## src/pkg/hsfs_cfg.svh

```systemverilog
// Purpose: timing counts and encodings for the hot swap fault sequencer
// Assumes: 100 MHz clock
// Notes: long counts are module parameters; these are their defaults
`ifndef HSFS_CFG_SVH
`define HSFS_CFG_SVH
`define HSFS_CLK_MHZ 100
`define HSFS_COOL_S 10
`define HSFS_COOL_CYC (`HSFS_COOL_S * `HSFS_CLK_MHZ * 1000000)
`define HSFS_ATTEMPTS 4'h7
`define HSFS_FILT0_NS 200
`define HSFS_FILT1_NS 900
`define HSFS_FILT2_NS 10700
`define HSFS_FILT3_NS 57000
`define HSFS_NS_TO_CYC(n) (((n) * `HSFS_CLK_MHZ + 999) / 1000)
`endif

```

## src/pkg/hsfs_pkg.sv

```systemverilog
// Purpose: types of the hot swap fault sequencer
// Assumes: nothing
// Notes: threshold select codes map 0..3 to 125, 150, 200, 225 percent
package hsfs_pkg;
   typedef enum {
      ST_RESET, ST_INIT_UP, ST_INIT_DOWN, ST_WAIT_ON, ST_ON, ST_FAULT_UP,
      ST_LATCH_DOWN, ST_RETRY_DOWN, ST_LATCHED, ST_COOL
   } hsfs_state_e;
   typedef enum logic [1:0] {
      RETRY_LATCH, RETRY_SEVEN, RETRY_ENDLESS, RETRY_SEVEN_COOL
   } hsfs_retry_e;
   typedef logic [1:0] hsfs_sel_t;
endpackage

```

## src/design/hsfs_sync.sv

```systemverilog
// Purpose: three-stage synchroniser for asynchronous comparator and pin levels
// Assumes: inputs are slow levels from outside the clock domain
// Notes: output changes only when stages two and three agree
`timescale 1ns/1ps
module hsfs_sync (
   input wire logic clock,
   input wire logic rst_b,
   input wire logic resetLevel,
   input wire logic din,
   output logic dout
);
   logic [2:0] stage;
   logic [2:0] next_stage;
   logic next_dout;

   always_comb begin
      next_stage = {stage[1:0], din};
      next_dout = (stage[1] == stage[2]) ? stage[2] : dout;
   end

   always_ff @(posedge clock or negedge rst_b) begin
      if (!rst_b) begin
         stage <= 3'b000;
         dout <= 1'b0;
      end else begin
         stage <= next_stage;
         dout <= next_dout;
      end
   end
endmodule

```

## src/design/hsfs_glitch_filter.sv

```systemverilog
// Purpose: severe overcurrent glitch filter with four programmable lengths
// Assumes: severe input already synchronised
// Notes: the event is qualified only after it has stood for the whole window
`timescale 1ns/1ps
`include "hsfs_cfg.svh"
module hsfs_glitch_filter (
   input wire logic clock,
   input wire logic rst_b,
   input wire hsfs_pkg::hsfs_sel_t filterSel,
   input wire logic severe,
   output logic qualified
);
   import hsfs_pkg::*;
   localparam logic [12:0] FILT0 = 13'(`HSFS_NS_TO_CYC(`HSFS_FILT0_NS));
   localparam logic [12:0] FILT1 = 13'(`HSFS_NS_TO_CYC(`HSFS_FILT1_NS));
   localparam logic [12:0] FILT2 = 13'(`HSFS_NS_TO_CYC(`HSFS_FILT2_NS));
   localparam logic [12:0] FILT3 = 13'(`HSFS_NS_TO_CYC(`HSFS_FILT3_NS));
   logic [12:0] count;
   logic [12:0] next_count;
   logic [12:0] limit;
   logic next_qualified;

   always_comb begin
      unique case (filterSel)
         2'h0: limit = FILT0;
         2'h1: limit = FILT1;
         2'h2: limit = FILT2;
         2'h3: limit = FILT3;
      endcase
      next_count = count;
      next_qualified = 1'b0;
      if (!severe) begin
         next_count = 13'h0000;
      end else if (count >= limit - 13'h0001) begin
         next_qualified = 1'b1; // RL15 RL16
      end else begin
         next_count = count + 13'h0001; // RL23
      end
   end

   always_ff @(posedge clock or negedge rst_b) begin
      if (!rst_b) begin
         count <= 13'h0000;
         qualified <= 1'b0;
      end else begin
         count <= next_count;
         qualified <= next_qualified;
      end
   end
endmodule

```

## src/design/hsfs_sequencer.sv

```systemverilog
// Purpose: control sequencer of a negative-supply hot swap controller
// Assumes: analog comparators and current sources sit outside; results arrive
//    as asynchronous levels and controls leave as registered enables
// Notes: cooling periods are parameters so simulation can shorten them
//
// Operation
// RL1: in reset keep gate off and timer discharged.
// RL2: initial cycle charges timer to high, then strong discharge to low.
// RL3: turn on only if no undervoltage or overvoltage after initial cycle.
// RL4: at breaker level enable fault pull-up and current-limit regulation.
// RL5: overcurrent gone before timer high: fault pull-up off, weak pull-down on.
// RL6: overcurrent until timer high: gate off and fault latch low at once.
// RL7: latch-off: weak discharge, latch stays low, no turn-on meanwhile.
// RL8: after timer low, undervoltage toggle or operation on-bit toggle re-enables.
// RL9: latched state clears by power cycle, shutdown, restart, undervoltage, bus.
// RL10: latch strapped to shutdown gives seven attempts then latch-off.
// RL11: latch strapped to restart retries forever, one per ten second cooling.
// RL12: latch to shutdown and alert to restart gives seven per cooling period.
// RL13: retry on time is fault charge, off time weak discharge.
// RL14: severe threshold selectable from four multiples, default one and a half.
// RL15: severe event is glitch filtered by one of four durations.
// RL16: qualified severe event acts within the maximum response time.
// RL17: undervoltage on low input falling; cleared only by high input rising.
// RL18: overvoltage forces gate off through strong pull-down.
// RL19: overvoltage hysteresis source on while the comparator is tripped.
// RL20: shutdown input low keeps gate off, level sensitive.
// RL21: restart falling edge: gate off ten seconds, then power up once.
// RL22: attempt counter clears after ten seconds of continuous power good.
// RL23: inputs synchronised; filter and cooling realised as clock counts.
`timescale 1ns/1ps
`include "hsfs_cfg.svh"
module hsfs_sequencer #(
   parameter int COOL_CYC = `HSFS_COOL_CYC
) (
   input wire logic clock,
   input wire logic rst_b,
   input wire logic supplyOk,
   input wire logic timerHighCmp,
   input wire logic timerLowCmp,
   input wire logic breakerCmp,
   input wire logic severeCmp,
   input wire logic uvLowCmp,
   input wire logic uvHighCmp,
   input wire logic ovCmp,
   input wire logic shutdown_n_input,
   input wire logic restart_n_input,
   input wire logic powerGood,
   input wire hsfs_pkg::hsfs_retry_e retryStrap,
   input wire logic operationOn,
   input wire logic powerCycleCmd,
   input wire hsfs_pkg::hsfs_sel_t severeSel,
   input wire hsfs_pkg::hsfs_sel_t filterSel,
   output logic gateEnable,
   output logic gateRegulate,
   output logic gateStrongOff,
   output logic timerSmallUp,
   output logic timerFaultUp,
   output logic timerWeakDown,
   output logic timerStrongDown,
   output logic latch_n_output,
   output logic second_alert_output_n,
   output logic ovHystEnable,
   output hsfs_pkg::hsfs_sel_t severeThreshold,
   output logic severeFastOff
);
   import hsfs_pkg::*;

   // ---------------------------------------------
   // input synchronisers
   // ---------------------------------------------
   localparam int NSYNC = 11;
   logic [NSYNC-1:0] rawIn;
   logic [NSYNC-1:0] syncIn;
   assign rawIn = {supplyOk, timerHighCmp, timerLowCmp, breakerCmp, severeCmp,
                   uvLowCmp, uvHighCmp, ovCmp, shutdown_n_input, restart_n_input,
                   powerGood};
   genvar gi;
   generate
      for (gi = 0; gi < NSYNC; gi++) begin : gSync
         hsfs_sync uSync ( // RL23
            .clock(clock),
            .rst_b(rst_b),
            .resetLevel(1'b0),
            .din(rawIn[gi]),
            .dout(syncIn[gi])
         );
      end
   endgenerate
   logic sOk, sTimH, sTimL, sBrk, sSev, sUvL, sUvH, sOv, sShdn, sRst, sPg;
   assign {sOk, sTimH, sTimL, sBrk, sSev, sUvL, sUvH, sOv, sShdn, sRst, sPg} = syncIn;

   logic severeQual;
   hsfs_glitch_filter uFilter (
      .clock(clock),
      .rst_b(rst_b),
      .filterSel(filterSel),
      .severe(sSev),
      .qualified(severeQual)
   );

   // ---------------------------------------------
   // sequencer state
   // ---------------------------------------------
   hsfs_state_e state, next_state;
   logic uvFault, next_uvFault;
   logic ovHyst, next_ovHyst;
   logic rstPrev, next_rstPrev;
   logic uvPrev, next_uvPrev;
   logic opPrev, next_opPrev;
   logic opOffSeen, next_opOffSeen;
   logic [3:0] attempts, next_attempts;
   logic [31:0] coolCount, next_coolCount;
   logic [31:0] pgCount, next_pgCount;
   logic alertLow, next_alertLow;
   logic latchLow, next_latchLow;
   logic reenable, restartEdge, clearLatched;

   always_comb begin
      next_state = state;
      next_uvFault = uvFault;
      next_ovHyst = sOv; // RL19
      next_rstPrev = sRst;
      next_uvPrev = uvFault;
      next_opPrev = operationOn;
      next_opOffSeen = opOffSeen;
      next_attempts = attempts;
      next_coolCount = coolCount;
      next_pgCount = pgCount;
      next_alertLow = alertLow;
      next_latchLow = latchLow;
      restartEdge = rstPrev && !sRst; // RL21
      // undervoltage set by low input, cleared only by high input
      if (!sUvL) begin
         next_uvFault = 1'b1; // RL17
      end else if (sUvH) begin
         next_uvFault = 1'b0; // RL17
      end
      if (opPrev && !operationOn) begin
         next_opOffSeen = 1'b1;
      end
      // undervoltage toggle or off-then-on operation re-enables
      reenable = (uvPrev && !uvFault) || (opOffSeen && operationOn && !opPrev); // RL8
      clearLatched = reenable || !sShdn || restartEdge || powerCycleCmd; // RL9
      // attempt counter clears after continuous power good
      if (state == ST_ON && sPg) begin
         if (pgCount >= 32'(COOL_CYC - 1)) begin
            next_attempts = 4'h0; // RL22
         end else begin
            next_pgCount = pgCount + 32'h0000_0001;
         end
      end else begin
         next_pgCount = 32'h0000_0000;
      end
      if (reenable) begin
         next_alertLow = 1'b0;
         next_attempts = 4'h0;
      end
      unique case (state)
         ST_RESET: begin
            if (sOk) next_state = ST_INIT_UP; // RL1
         end
         ST_INIT_UP: begin
            if (sTimH) next_state = ST_INIT_DOWN; // RL2
         end
         ST_INIT_DOWN: begin
            if (sTimL) next_state = ST_WAIT_ON; // RL2
         end
         ST_WAIT_ON: begin
            if (!uvFault && !sOv && sShdn) next_state = ST_ON; // RL3 RL20
         end
         ST_ON: begin
            if (uvFault || sOv || !sShdn) begin
               next_state = ST_WAIT_ON; // RL17 RL18 RL20
            end else if (restartEdge) begin
               next_coolCount = 32'h0000_0000;
               next_state = ST_COOL; // RL21
            end else if (sBrk || severeQual) begin
               next_state = ST_FAULT_UP; // RL4 RL16
            end
         end
         ST_FAULT_UP: begin
            if (uvFault || sOv || !sShdn) begin
               next_state = ST_WAIT_ON;
            end else if (sTimH) begin
               next_latchLow = 1'b1; // RL6
               next_attempts = attempts + 4'h1;
               if (retryStrap == RETRY_LATCH ||
                   ((retryStrap == RETRY_SEVEN) && attempts + 4'h1 >= `HSFS_ATTEMPTS)) begin
                  next_state = ST_LATCH_DOWN; // RL7 RL10
               end else begin
                  next_state = ST_RETRY_DOWN; // RL13
               end
            end else if (!sBrk && !severeQual) begin
               next_state = ST_ON; // RL5
            end
         end
         ST_LATCH_DOWN: begin
            if (sTimL) next_state = ST_LATCHED; // RL7
         end
         ST_RETRY_DOWN: begin
            if (sTimL) begin
               next_latchLow = 1'b0;
               next_coolCount = 32'h0000_0000;
               if (retryStrap == RETRY_ENDLESS) begin
                  next_state = ST_COOL; // RL11
               end else if (retryStrap == RETRY_SEVEN_COOL &&
                            attempts >= `HSFS_ATTEMPTS) begin
                  next_alertLow = 1'b1;
                  next_state = ST_COOL; // RL12
               end else begin
                  next_state = ST_WAIT_ON; // RL10 RL13
               end
            end
         end
         ST_LATCHED: begin
            if (clearLatched) begin
               next_latchLow = 1'b0;
               next_attempts = 4'h0;
               next_state = ST_WAIT_ON; // RL8 RL9
            end
         end
         ST_COOL: begin
            if (coolCount >= 32'(COOL_CYC - 1)) begin
               next_alertLow = 1'b0;
               next_latchLow = 1'b0;
               if (retryStrap == RETRY_SEVEN_COOL) next_attempts = 4'h0;
               next_state = ST_WAIT_ON; // RL11 RL21
            end else begin
               next_coolCount = coolCount + 32'h0000_0001; // RL23
            end
         end
      endcase
      if (!sOk) begin
         next_state = ST_RESET; // RL1
         next_latchLow = 1'b0;
      end
   end

   always_ff @(posedge clock or negedge rst_b) begin
      if (!rst_b) begin
         state <= ST_RESET;
         uvFault <= 1'b1;
         ovHyst <= 1'b0;
         rstPrev <= 1'b0;
         uvPrev <= 1'b1;
         opPrev <= 1'b0;
         opOffSeen <= 1'b0;
         attempts <= 4'h0;
         coolCount <= 32'h0000_0000;
         pgCount <= 32'h0000_0000;
         alertLow <= 1'b0;
         latchLow <= 1'b0;
      end else begin
         state <= next_state;
         uvFault <= next_uvFault;
         ovHyst <= next_ovHyst;
         rstPrev <= next_rstPrev;
         uvPrev <= next_uvPrev;
         opPrev <= next_opPrev;
         opOffSeen <= (next_state == ST_LATCHED) ? next_opOffSeen : 1'b0;
         attempts <= next_attempts;
         coolCount <= next_coolCount;
         pgCount <= next_pgCount;
         alertLow <= next_alertLow;
         latchLow <= next_latchLow;
      end
   end

   // ---------------------------------------------
   // registered outputs: gate, timer and fast-off enables decoded from next state, latch and alert from next flags, ovHystEnable and severeThreshold copied
   // ---------------------------------------------
   logic gateOn;
   assign gateOn = (next_state == ST_ON) || (next_state == ST_FAULT_UP);

   always_ff @(posedge clock or negedge rst_b) begin
      if (!rst_b) begin
         gateEnable <= 1'b0;
         gateRegulate <= 1'b0;
         gateStrongOff <= 1'b1;
         timerSmallUp <= 1'b0;
         timerFaultUp <= 1'b0;
         timerWeakDown <= 1'b0;
         timerStrongDown <= 1'b1;
         latch_n_output <= 1'b1;
         second_alert_output_n <= 1'b1;
         ovHystEnable <= 1'b0;
         severeThreshold <= 2'h1;
         severeFastOff <= 1'b0;
      end else begin
         gateEnable <= gateOn;
         gateRegulate <= (next_state == ST_FAULT_UP); // RL4
         gateStrongOff <= !gateOn || sOv; // RL18 RL1
         timerSmallUp <= (next_state == ST_INIT_UP); // RL2
         timerFaultUp <= (next_state == ST_FAULT_UP); // RL4
         timerWeakDown <= (next_state == ST_ON) || (next_state == ST_LATCH_DOWN) ||
                          (next_state == ST_RETRY_DOWN); // RL5 RL7 RL13
         timerStrongDown <= (next_state == ST_RESET) || (next_state == ST_INIT_DOWN);
         latch_n_output <= !next_latchLow; // RL6 RL7
         second_alert_output_n <= !next_alertLow;
         ovHystEnable <= ovHyst; // RL19
         severeThreshold <= severeSel; // RL14
         severeFastOff <= severeQual && gateOn; // RL16
      end
   end
endmodule

```

## config.mk

```make
export PLATFORM = sky130hd
export DESIGN_NAME = hsfs_sequencer
export DESIGN_NICKNAME = d
export VERILOG_FILES = /design/src/pkg/hsfs_pkg.sv /design/src/design/hsfs_sync.sv /design/src/design/hsfs_glitch_filter.sv /design/src/design/hsfs_sequencer.sv
export VERILOG_INCLUDE_DIRS = /design/src /design/src/pkg
export SDC_FILE = /design/constraint.sdc
export NUM_CORES = 1
export LEC_CHECK = 0
export BUFFER_PORTS_ARGS = -buffer_cell sky130_fd_sc_hd__buf_2
export CAP_MARGIN = 10
export CORE_MARGIN = 10
export CORE_UTILIZATION = 45
export DETAILED_ROUTE_END_ITERATION = 10
export PLACE_DENSITY = 0.71
export SYNTH_ARGS = -nofsm -noshare
export SYNTH_HDL_FRONTEND = slang
export SYNTH_SLANG_ARGS = --single-unit
```

## constraint.sdc

```tcl
create_clock -name clock -period 6.3 [get_ports clock]
set_clock_uncertainty 0.05 [all_clocks]
set_input_delay 1.26 -clock clock [delete_from_list [all_inputs] [get_ports clock]]
set_output_delay 1.26 -clock clock [all_outputs]
set_load 0.005 [all_outputs]
```

==> metrics, run 1 <==
htree depth=4; row count=a little under 50; family with the most delay on the worst path=compound AO/OA/AOI/OAI gates; hold_ws=a little under 0.3 ns; RSZ-0062 raised after global routing=false; via/cell ratio=5.62; Crit path arrival time=just under 4 ns; fillers=between 1,500 and 2,000; Layout area overhead=12.7%; CP bufs+invs=3; largest family of logic cells by synthesized area=simple AND/OR/NAND/NOR gates; WP data required=~6.6 ns; gpl congestion=between 0.8 and 0.9; clk sinks=178; CTS Buffer Depth=2; Synth Area in XOR/XNOR=0.0223; critical path class=input port to flip-flop; Logic pwr share=0.039; crit path max fanout=21; yosys warns=0; critical path depth in cells=11; Hold Path Class=flip-flop to flip-flop; Seq cells post-synth=178; I/O pin count=34; Cell Pwr Density=about 250 nW/um^2; EDFF count, synth=0; critical path launch point type=input port; max-cap viol count=0; post-CTS sizing=0; Max rail drop VDD=0.000211 V; critical path's largest stage delay=about 0.57 ns; CP Capture Type=flip-flop; Synth async-reset ratio=1.00; P_int=1.81 mW; Clock Power Share=0.446; Syn Area/Cell=between 10 and 15 sq um; adder-cell area share of the yosys netlist=0.0467; ratio of final minimum period to clock period=0.571; Remaining Overflow, GRT=0; Switching Share=0.230; number of hold buffers added after CTS=0; most common cell after layout, fill and taps aside=dfrtp_1; antenna violations before repair=0; vias=~6,000; total routed wirelength=16,600 um; largest net degree at the start of global routing=91; CTS tree=built; top_reg_cell synth=dfrtp_1; share of layout cells above drive strength 1=0.106; reg2reg start=state[2]; R2R cell count=6; final hold vios=0; Simple-Gate Fraction of Synth Area=0.199; Final Max Slew Viols=0; Iteration-0 DRC Markers=between 400 and 500; clock slew at reported path FFs=roughly 0.070 ns; proportion of synthesized area in mux cells=0.00848; Reg power frac=0.516; # port buffers=33; outcome=finished clean; core area=approximately 18,000 sq um; most frequent cells in the layout=dfrtp_1, nand2_1, nor2_1; Detailed Place HPWL=around 11,000 um; CTS root buf=clkbuf_16; Die ar.=roughly 24,000 sq um; first-pass GRT wire length=28,600 um; post-layout min period=between 3 and 4 ns; Fmax=approximately 280 MHz; Synth Area in Compound Gates=0.155; Post-Syn Instances=just under 800; ANT nets after route=0; CP endpoint=uFilter.count[10]; Post-CTS Setup Bufs=0; chip width=about 160 um; Layout Nets=about 880; Setup crit start=filterSel[0]; DRT Pass-1 Iters=5; r2r endpoint=coolCount[22]; Seq/Total Area, Yosys=0.540; Tightest Pin Transition=roughly 0.94 ns; Clk Latency, worst-skew pair=approximately 0.42 ns; Reg2Reg Setup Slack=a little over 3 ns; TritonCTS Buffers=17; worst relative slew slack=0.374; worst-path cell chain=buf_2 > inv_1 > ha_1 > inv_1 > ha_1 > a2111oi_0 > nor2_1 > a211o_1 > a21o_1 > or4_1 > a21boi_0; Total GRT Usage=0.141; NetSw=approximately 540 uW; Starting Density=0.458; Cell Area, Synth=about 8300 sq um; Pleak=~4 nW; Crit-path slowest cell=or4_1; vias in the first global route=5,943; post-DR wirelength/cell=15.4 um; ant diodes=0; chip height=155 um; unique cell type count in the Yosys netlist=74; setup TNS=0 ns; Final setup viols=0; drc violations=0
==> stage by stage <==
step	util	area (sq um)	setup WS (ns)	std cells	power [mW]
6_report	0.517	9310	2.70	1079	2.35
5_1_grt	0.517	9310	2.51	1079	2.43
4_1_cts	0.517	9310	2.69	1079	2.37
3_5_place_dp	0.484	8730	2.22	1048	1.32
3_3_place_gp	0.484	8730	2.42	1048	1.32
2_1_floorplan	-	8360	2.70	810	1.27
==> routing by layer <==
| metal | wire length, um | track usage | up-vias |
|---|---|---|---|
| li1 | - | - | 2982 |
| met1 | 7900 | 0.186 | 2950 |
| met2 | 7930 | 0.222 | 111 |
| met3 | 539 | 0.0287 | 16 |
| met4 | 241 | 0.0544 | 0 |
| met5 | 0 | 0 | - |
==> worst min path at each step <==
stage,startpoint,end,slack [ns],cells past startpoint
after global placement,gSync[2].uSync.stage[0],gSync[2].uSync.stage[1],0.28,0
after detailed placement,gSync[3].uSync.stage[0],gSync[3].uSync.stage[1],0.28,0
after CTS,gSync[3].uSync.stage[0],gSync[3].uSync.stage[1],0.30,0
final,gSync[6].uSync.stage[0],gSync[6].uSync.stage[1],0.30,0
after floorplan,gSync[0].uSync.stage[0],gSync[0].uSync.stage[1],0.28,0
after global routing,ovHyst,ovHystEnable,0.31,0
==> cell usage after synthesis, types with 2 or more instances <==
cell type,n,area share
nor4b_1,3,0.0032
and3_1,11,0.0083
nor2_1,52,0.024
o21a_1,8,0.0073
nand4_1,23,0.017
a21o_1,9,0.0082
a2bb2oi_1,2,0.0021
nor4_1,17,0.013
a21oi_1,33,0.020
buf_2,4,0.0024
o21ai_0,45,0.027
clkbuf_1,22,0.010
maj3_1,11,0.013
o31a_1,2,0.0021
dfstp_2,7,0.022
or2_2,2,0.0015
and4b_1,2,0.0024
dfrtp_1,171,0.52
mux2i_1,7,0.0085
nand2_1,62,0.028
o2111ai_1,9,0.0095
nor4_2,2,0.0030
o211ai_1,9,0.0082
or4_1,17,0.015
o211a_1,3,0.0036
or3_1,15,0.011
conb_1,2,0.00091
xnor2_1,4,0.0042
o21ai_1,3,0.0018
a31oi_1,11,0.0083
a21boi_0,10,0.0091
nor3_1,21,0.013
ha_1,22,0.033
and4_1,4,0.0042
nor2b_1,4,0.0030
nand3_1,27,0.016
o22ai_1,3,0.0023
xor2_1,17,0.018
a211o_1,3,0.0032
and2_1,17,0.013
inv_1,26,0.012
nand2b_1,10,0.0076
o31ai_1,18,0.016
buf_4,3,0.0027
==> power by group through the flow <==
stage	clock network, mW	registers, mW	logic (mW)
2_1_floorplan	0	1.22	0.0504
3_3_place_gp	0	1.23	0.0899
3_5_place_dp	0	1.23	0.0916
4_1_cts	1.07	1.21	0.0924
5_1_grt	1.12	1.21	0.104
6_report	1.05	1.21	0.0905
==> flip-flops by register name (all words and copies together), names as in the netlist, 2 cells and up <==
name / cells
gSync.uSync.dout: 11
attempts: 4
severeThreshold: 2
coolCount: 32
uFilter.count: 13
gSync.uSync.stage: 33
pgCount: 32
state: 32
==> final cells by class <==
cell class / count / area [sq um] / area share
multi-input cells: 577 / 3670 / 0.395
clock buffers: 18 / 429 / 0.0461
inverters: 26 / 97.6 / 0.0105
well taps: 229 / 287 / 0.0308
repair buffers: 38 / 209 / 0.0224
clock inverters: 13 / 150 / 0.0161
flip-flops and latches: 178 / 4460 / 0.479
==> logic make-up after synthesis <==
family                   count (synthesis)
AND/OR/NAND/NOR                        299
AO/OA/AOI/OAI                          188
flip-flops                             178
buffers and inverters                   55
adder cells (fa/ha/maj)                 33
XOR/XNOR                                21
multiplexers                             7
other                                    2
Note: power is estimated with default switching activity, not from simulation.
==> inputs of run 2 (changes only) <==
==> constraint.sdc (replaced) <==
create_clock -name clock -period 3.4 [get_ports clock]
set_clock_uncertainty 0.05 [all_clocks]
set_input_delay 0.68 -clock clock [delete_from_list [all_inputs] [get_ports clock]]
set_output_delay 0.68 -clock clock [all_outputs]
set_load 0.005 [all_outputs]
==> metrics, run 2 (same netlist as run 1, synthesis figures left out) <==
vias in the first global route=6,105 (was 5,943); crit path max fanout=15 (was 21); number of hold buffers added after CTS=0 (unchanged); CP bufs+invs=3 (unchanged); Logic pwr share=0.041 (was 0.039); reg2reg start=coolCount[0] (was state[2]); Total GRT Usage=0.147 (was 0.141); Max rail drop VDD=0.000717 V (was 0.000211 V); Detailed Place HPWL=11,700 um (was 11,100 um); CTS root buf=clkbuf_16 (unchanged); critical path launch point type=input port (unchanged); ant diodes=0 (unchanged); Final Max Slew Viols=0 (unchanged); Clk Latency, worst-skew pair=0.43 ns (was 0.42 ns); RSZ-0062 raised after global routing=false (unchanged); Cell Area, Placed=8810 sq um (was 8730 sq um); largest net degree at the start of global routing=70 (was 91); clk sinks=178 (unchanged); worst-path cell chain=buf_2 > inv_1 > ha_1 > ha_1 > a21o_1 > a21o_1 > a211o_1 > a21o_1 > buf_4 > or3_1 > a21boi_0 (was buf_2 > inv_1 > ha_1 > inv_1 > ha_1 > a2111oi_0 > nor2_1 > a211o_1 > a21o_1 > or4_1 > a21boi_0); first-pass GRT wire length=29,700 um (was 28,600 um); htree depth=4 (unchanged); CTS tree=built (unchanged); critical path class=input port to flip-flop (unchanged); Reg with most FFs=gSync.uSync.stage (unchanged); core area=18,000 sq um (unchanged); chip width=155 um (unchanged); via/cell ratio=5.68 (was 5.62); Tightest Pin Transition=0.781 ns (was 0.938 ns); ANT nets after route=0 (unchanged); Remaining Overflow, GRT=0 (unchanged); Pleak=4.01 nW (was 3.94 nW); TritonCTS Buffers=17 (unchanged); Crit path arrival time=3.22 ns (was 3.88 ns); Final setup viols=0 (unchanged); outcome=finished clean (unchanged); Crit-path slowest cell=or3_1 (was or4_1); hold_ws=0.202 ns (was 0.298 ns); DRT Pass-1 Iters=5 (unchanged); Setup crit start=filterSel[0] (unchanged); non-filler cells, final=1,089 (was 1,079); I/O pin count=34 (unchanged); drc violations=0 (unchanged); setup TNS=0 ns (unchanged); Hold Path Class=input port to asynchronous set/reset pin (was flip-flop to flip-flop); max-cap viol count=0 (unchanged); Layout Nets=890 (was 881); worst relative slew slack=0.477 (was 0.374); overall power=4.43 mW (was 2.35 mW); CTS Buffer Depth=2 (unchanged); Die ar.=24,200 sq um (unchanged); family with the most delay on the worst path=compound AO/OA/AOI/OAI gates (unchanged); ratio of final minimum period to clock period=0.862; most frequent cells in the layout=dfrtp_1, nand2_1, nor2_1 (unchanged); NetSw=1.03 mW (was 539 uW); Fmax=between 300 and 400 MHz; row count=49 (unchanged); total routed wirelength=17,300 um (was 16,600 um); gpl congestion=0.810 (was 0.831); chip height=155 um (unchanged); Post-CTS Setup Bufs=0 (unchanged); # port buffers=33 (unchanged); Largest register FFs=33 (unchanged); Switching Share=0.234 (was 0.230); P_int=3.39 mW (was 1.81 mW); critical path's most frequent cell=a21o_1; Starting Density=0.458 (unchanged); worst slack, placed=0.0675 ns (was 2.22 ns); final hold vios=0 (unchanged); WP data required=3.69 ns (was 6.58 ns); Cell Pwr Density=470 nW/um^2 (was 252 nW/um^2); post-route cell area=9420 sq um (was 9310 sq um); CP Capture Type=flip-flop (unchanged); Final WS setup=0.469 ns (was 2.70 ns); DP Cell Count=1,057 (was 1,048); Clock Power Share=0.453 (was 0.446); critical path's largest stage delay=0.35 ns (was 0.57 ns); most common cell after layout, fill and taps aside=dfrtp_1 (unchanged); Iteration-0 DRC Markers=406 (was 418); post-DR wirelength/cell=15.9 um (was 15.4 um); Layout area overhead=14.1% (was 12.7%); vias=6,188 (was 6,059); Reg power frac=0.506 (was 0.516); post-CTS sizing=0 (unchanged); antenna violations before repair=0 (unchanged); share of layout cells above drive strength 1=0.116 (was 0.106); clock slew at reported path FFs=0.07 ns (about the same); post-layout min period=2.93 ns; Core Util, Final=0.523 (was 0.517)
## run 2: area by class of cell
cell class / count / area [sq um]
fill: 1601 / 8600
sequential: 178 / 4460
clock buffer: 19 / 443
clock inverter: 13 / 169
tap: 229 / 287
inverter: 26 / 97.6
multi-input combinational: 577 / 3670
timing repair buffer: 47 / 289
## run 2: path summary, 6_finish.rpt
| kind | end | slack (ns) | cells after the start |
|---|---|---|---|
| worst min-delay path | gSync[4].uSync.stage[0] | 0.20 | 1 |
| worst min register to register | gSync[3].uSync.stage[1] | 0.29 | 0 |
| worst max register to register | coolCount[22] | 0.50 | 8 |
| max in group asynchronous | gateStrongOff | 2.26 | 2 |
| worst max-delay path | uFilter.count[8] | 0.47 | 11 |
| min in group clock | gSync[3].uSync.stage[1] | 0.29 | 0 |
## run 2: power groups by stage
stage               Sequential, mW  Clock [mW]  Combinational, mW
CTS                           2.24        2.05              0.185
detailed placement            2.28           0              0.183
floorplan                     2.26           0             0.0933
global placement              2.27           0              0.178
finish                        2.24        2.01              0.182
global route                  2.25        2.13              0.209
## run 2: metal layers
layer	vias up	part of all wire	global-route usage
li1	2989	-	-
met1	3046	0.46	0.191
met2	142	0.49	0.237
met3	11	0.043	0.0380
met4	0	0.0089	0.0414
met5	-	0	0
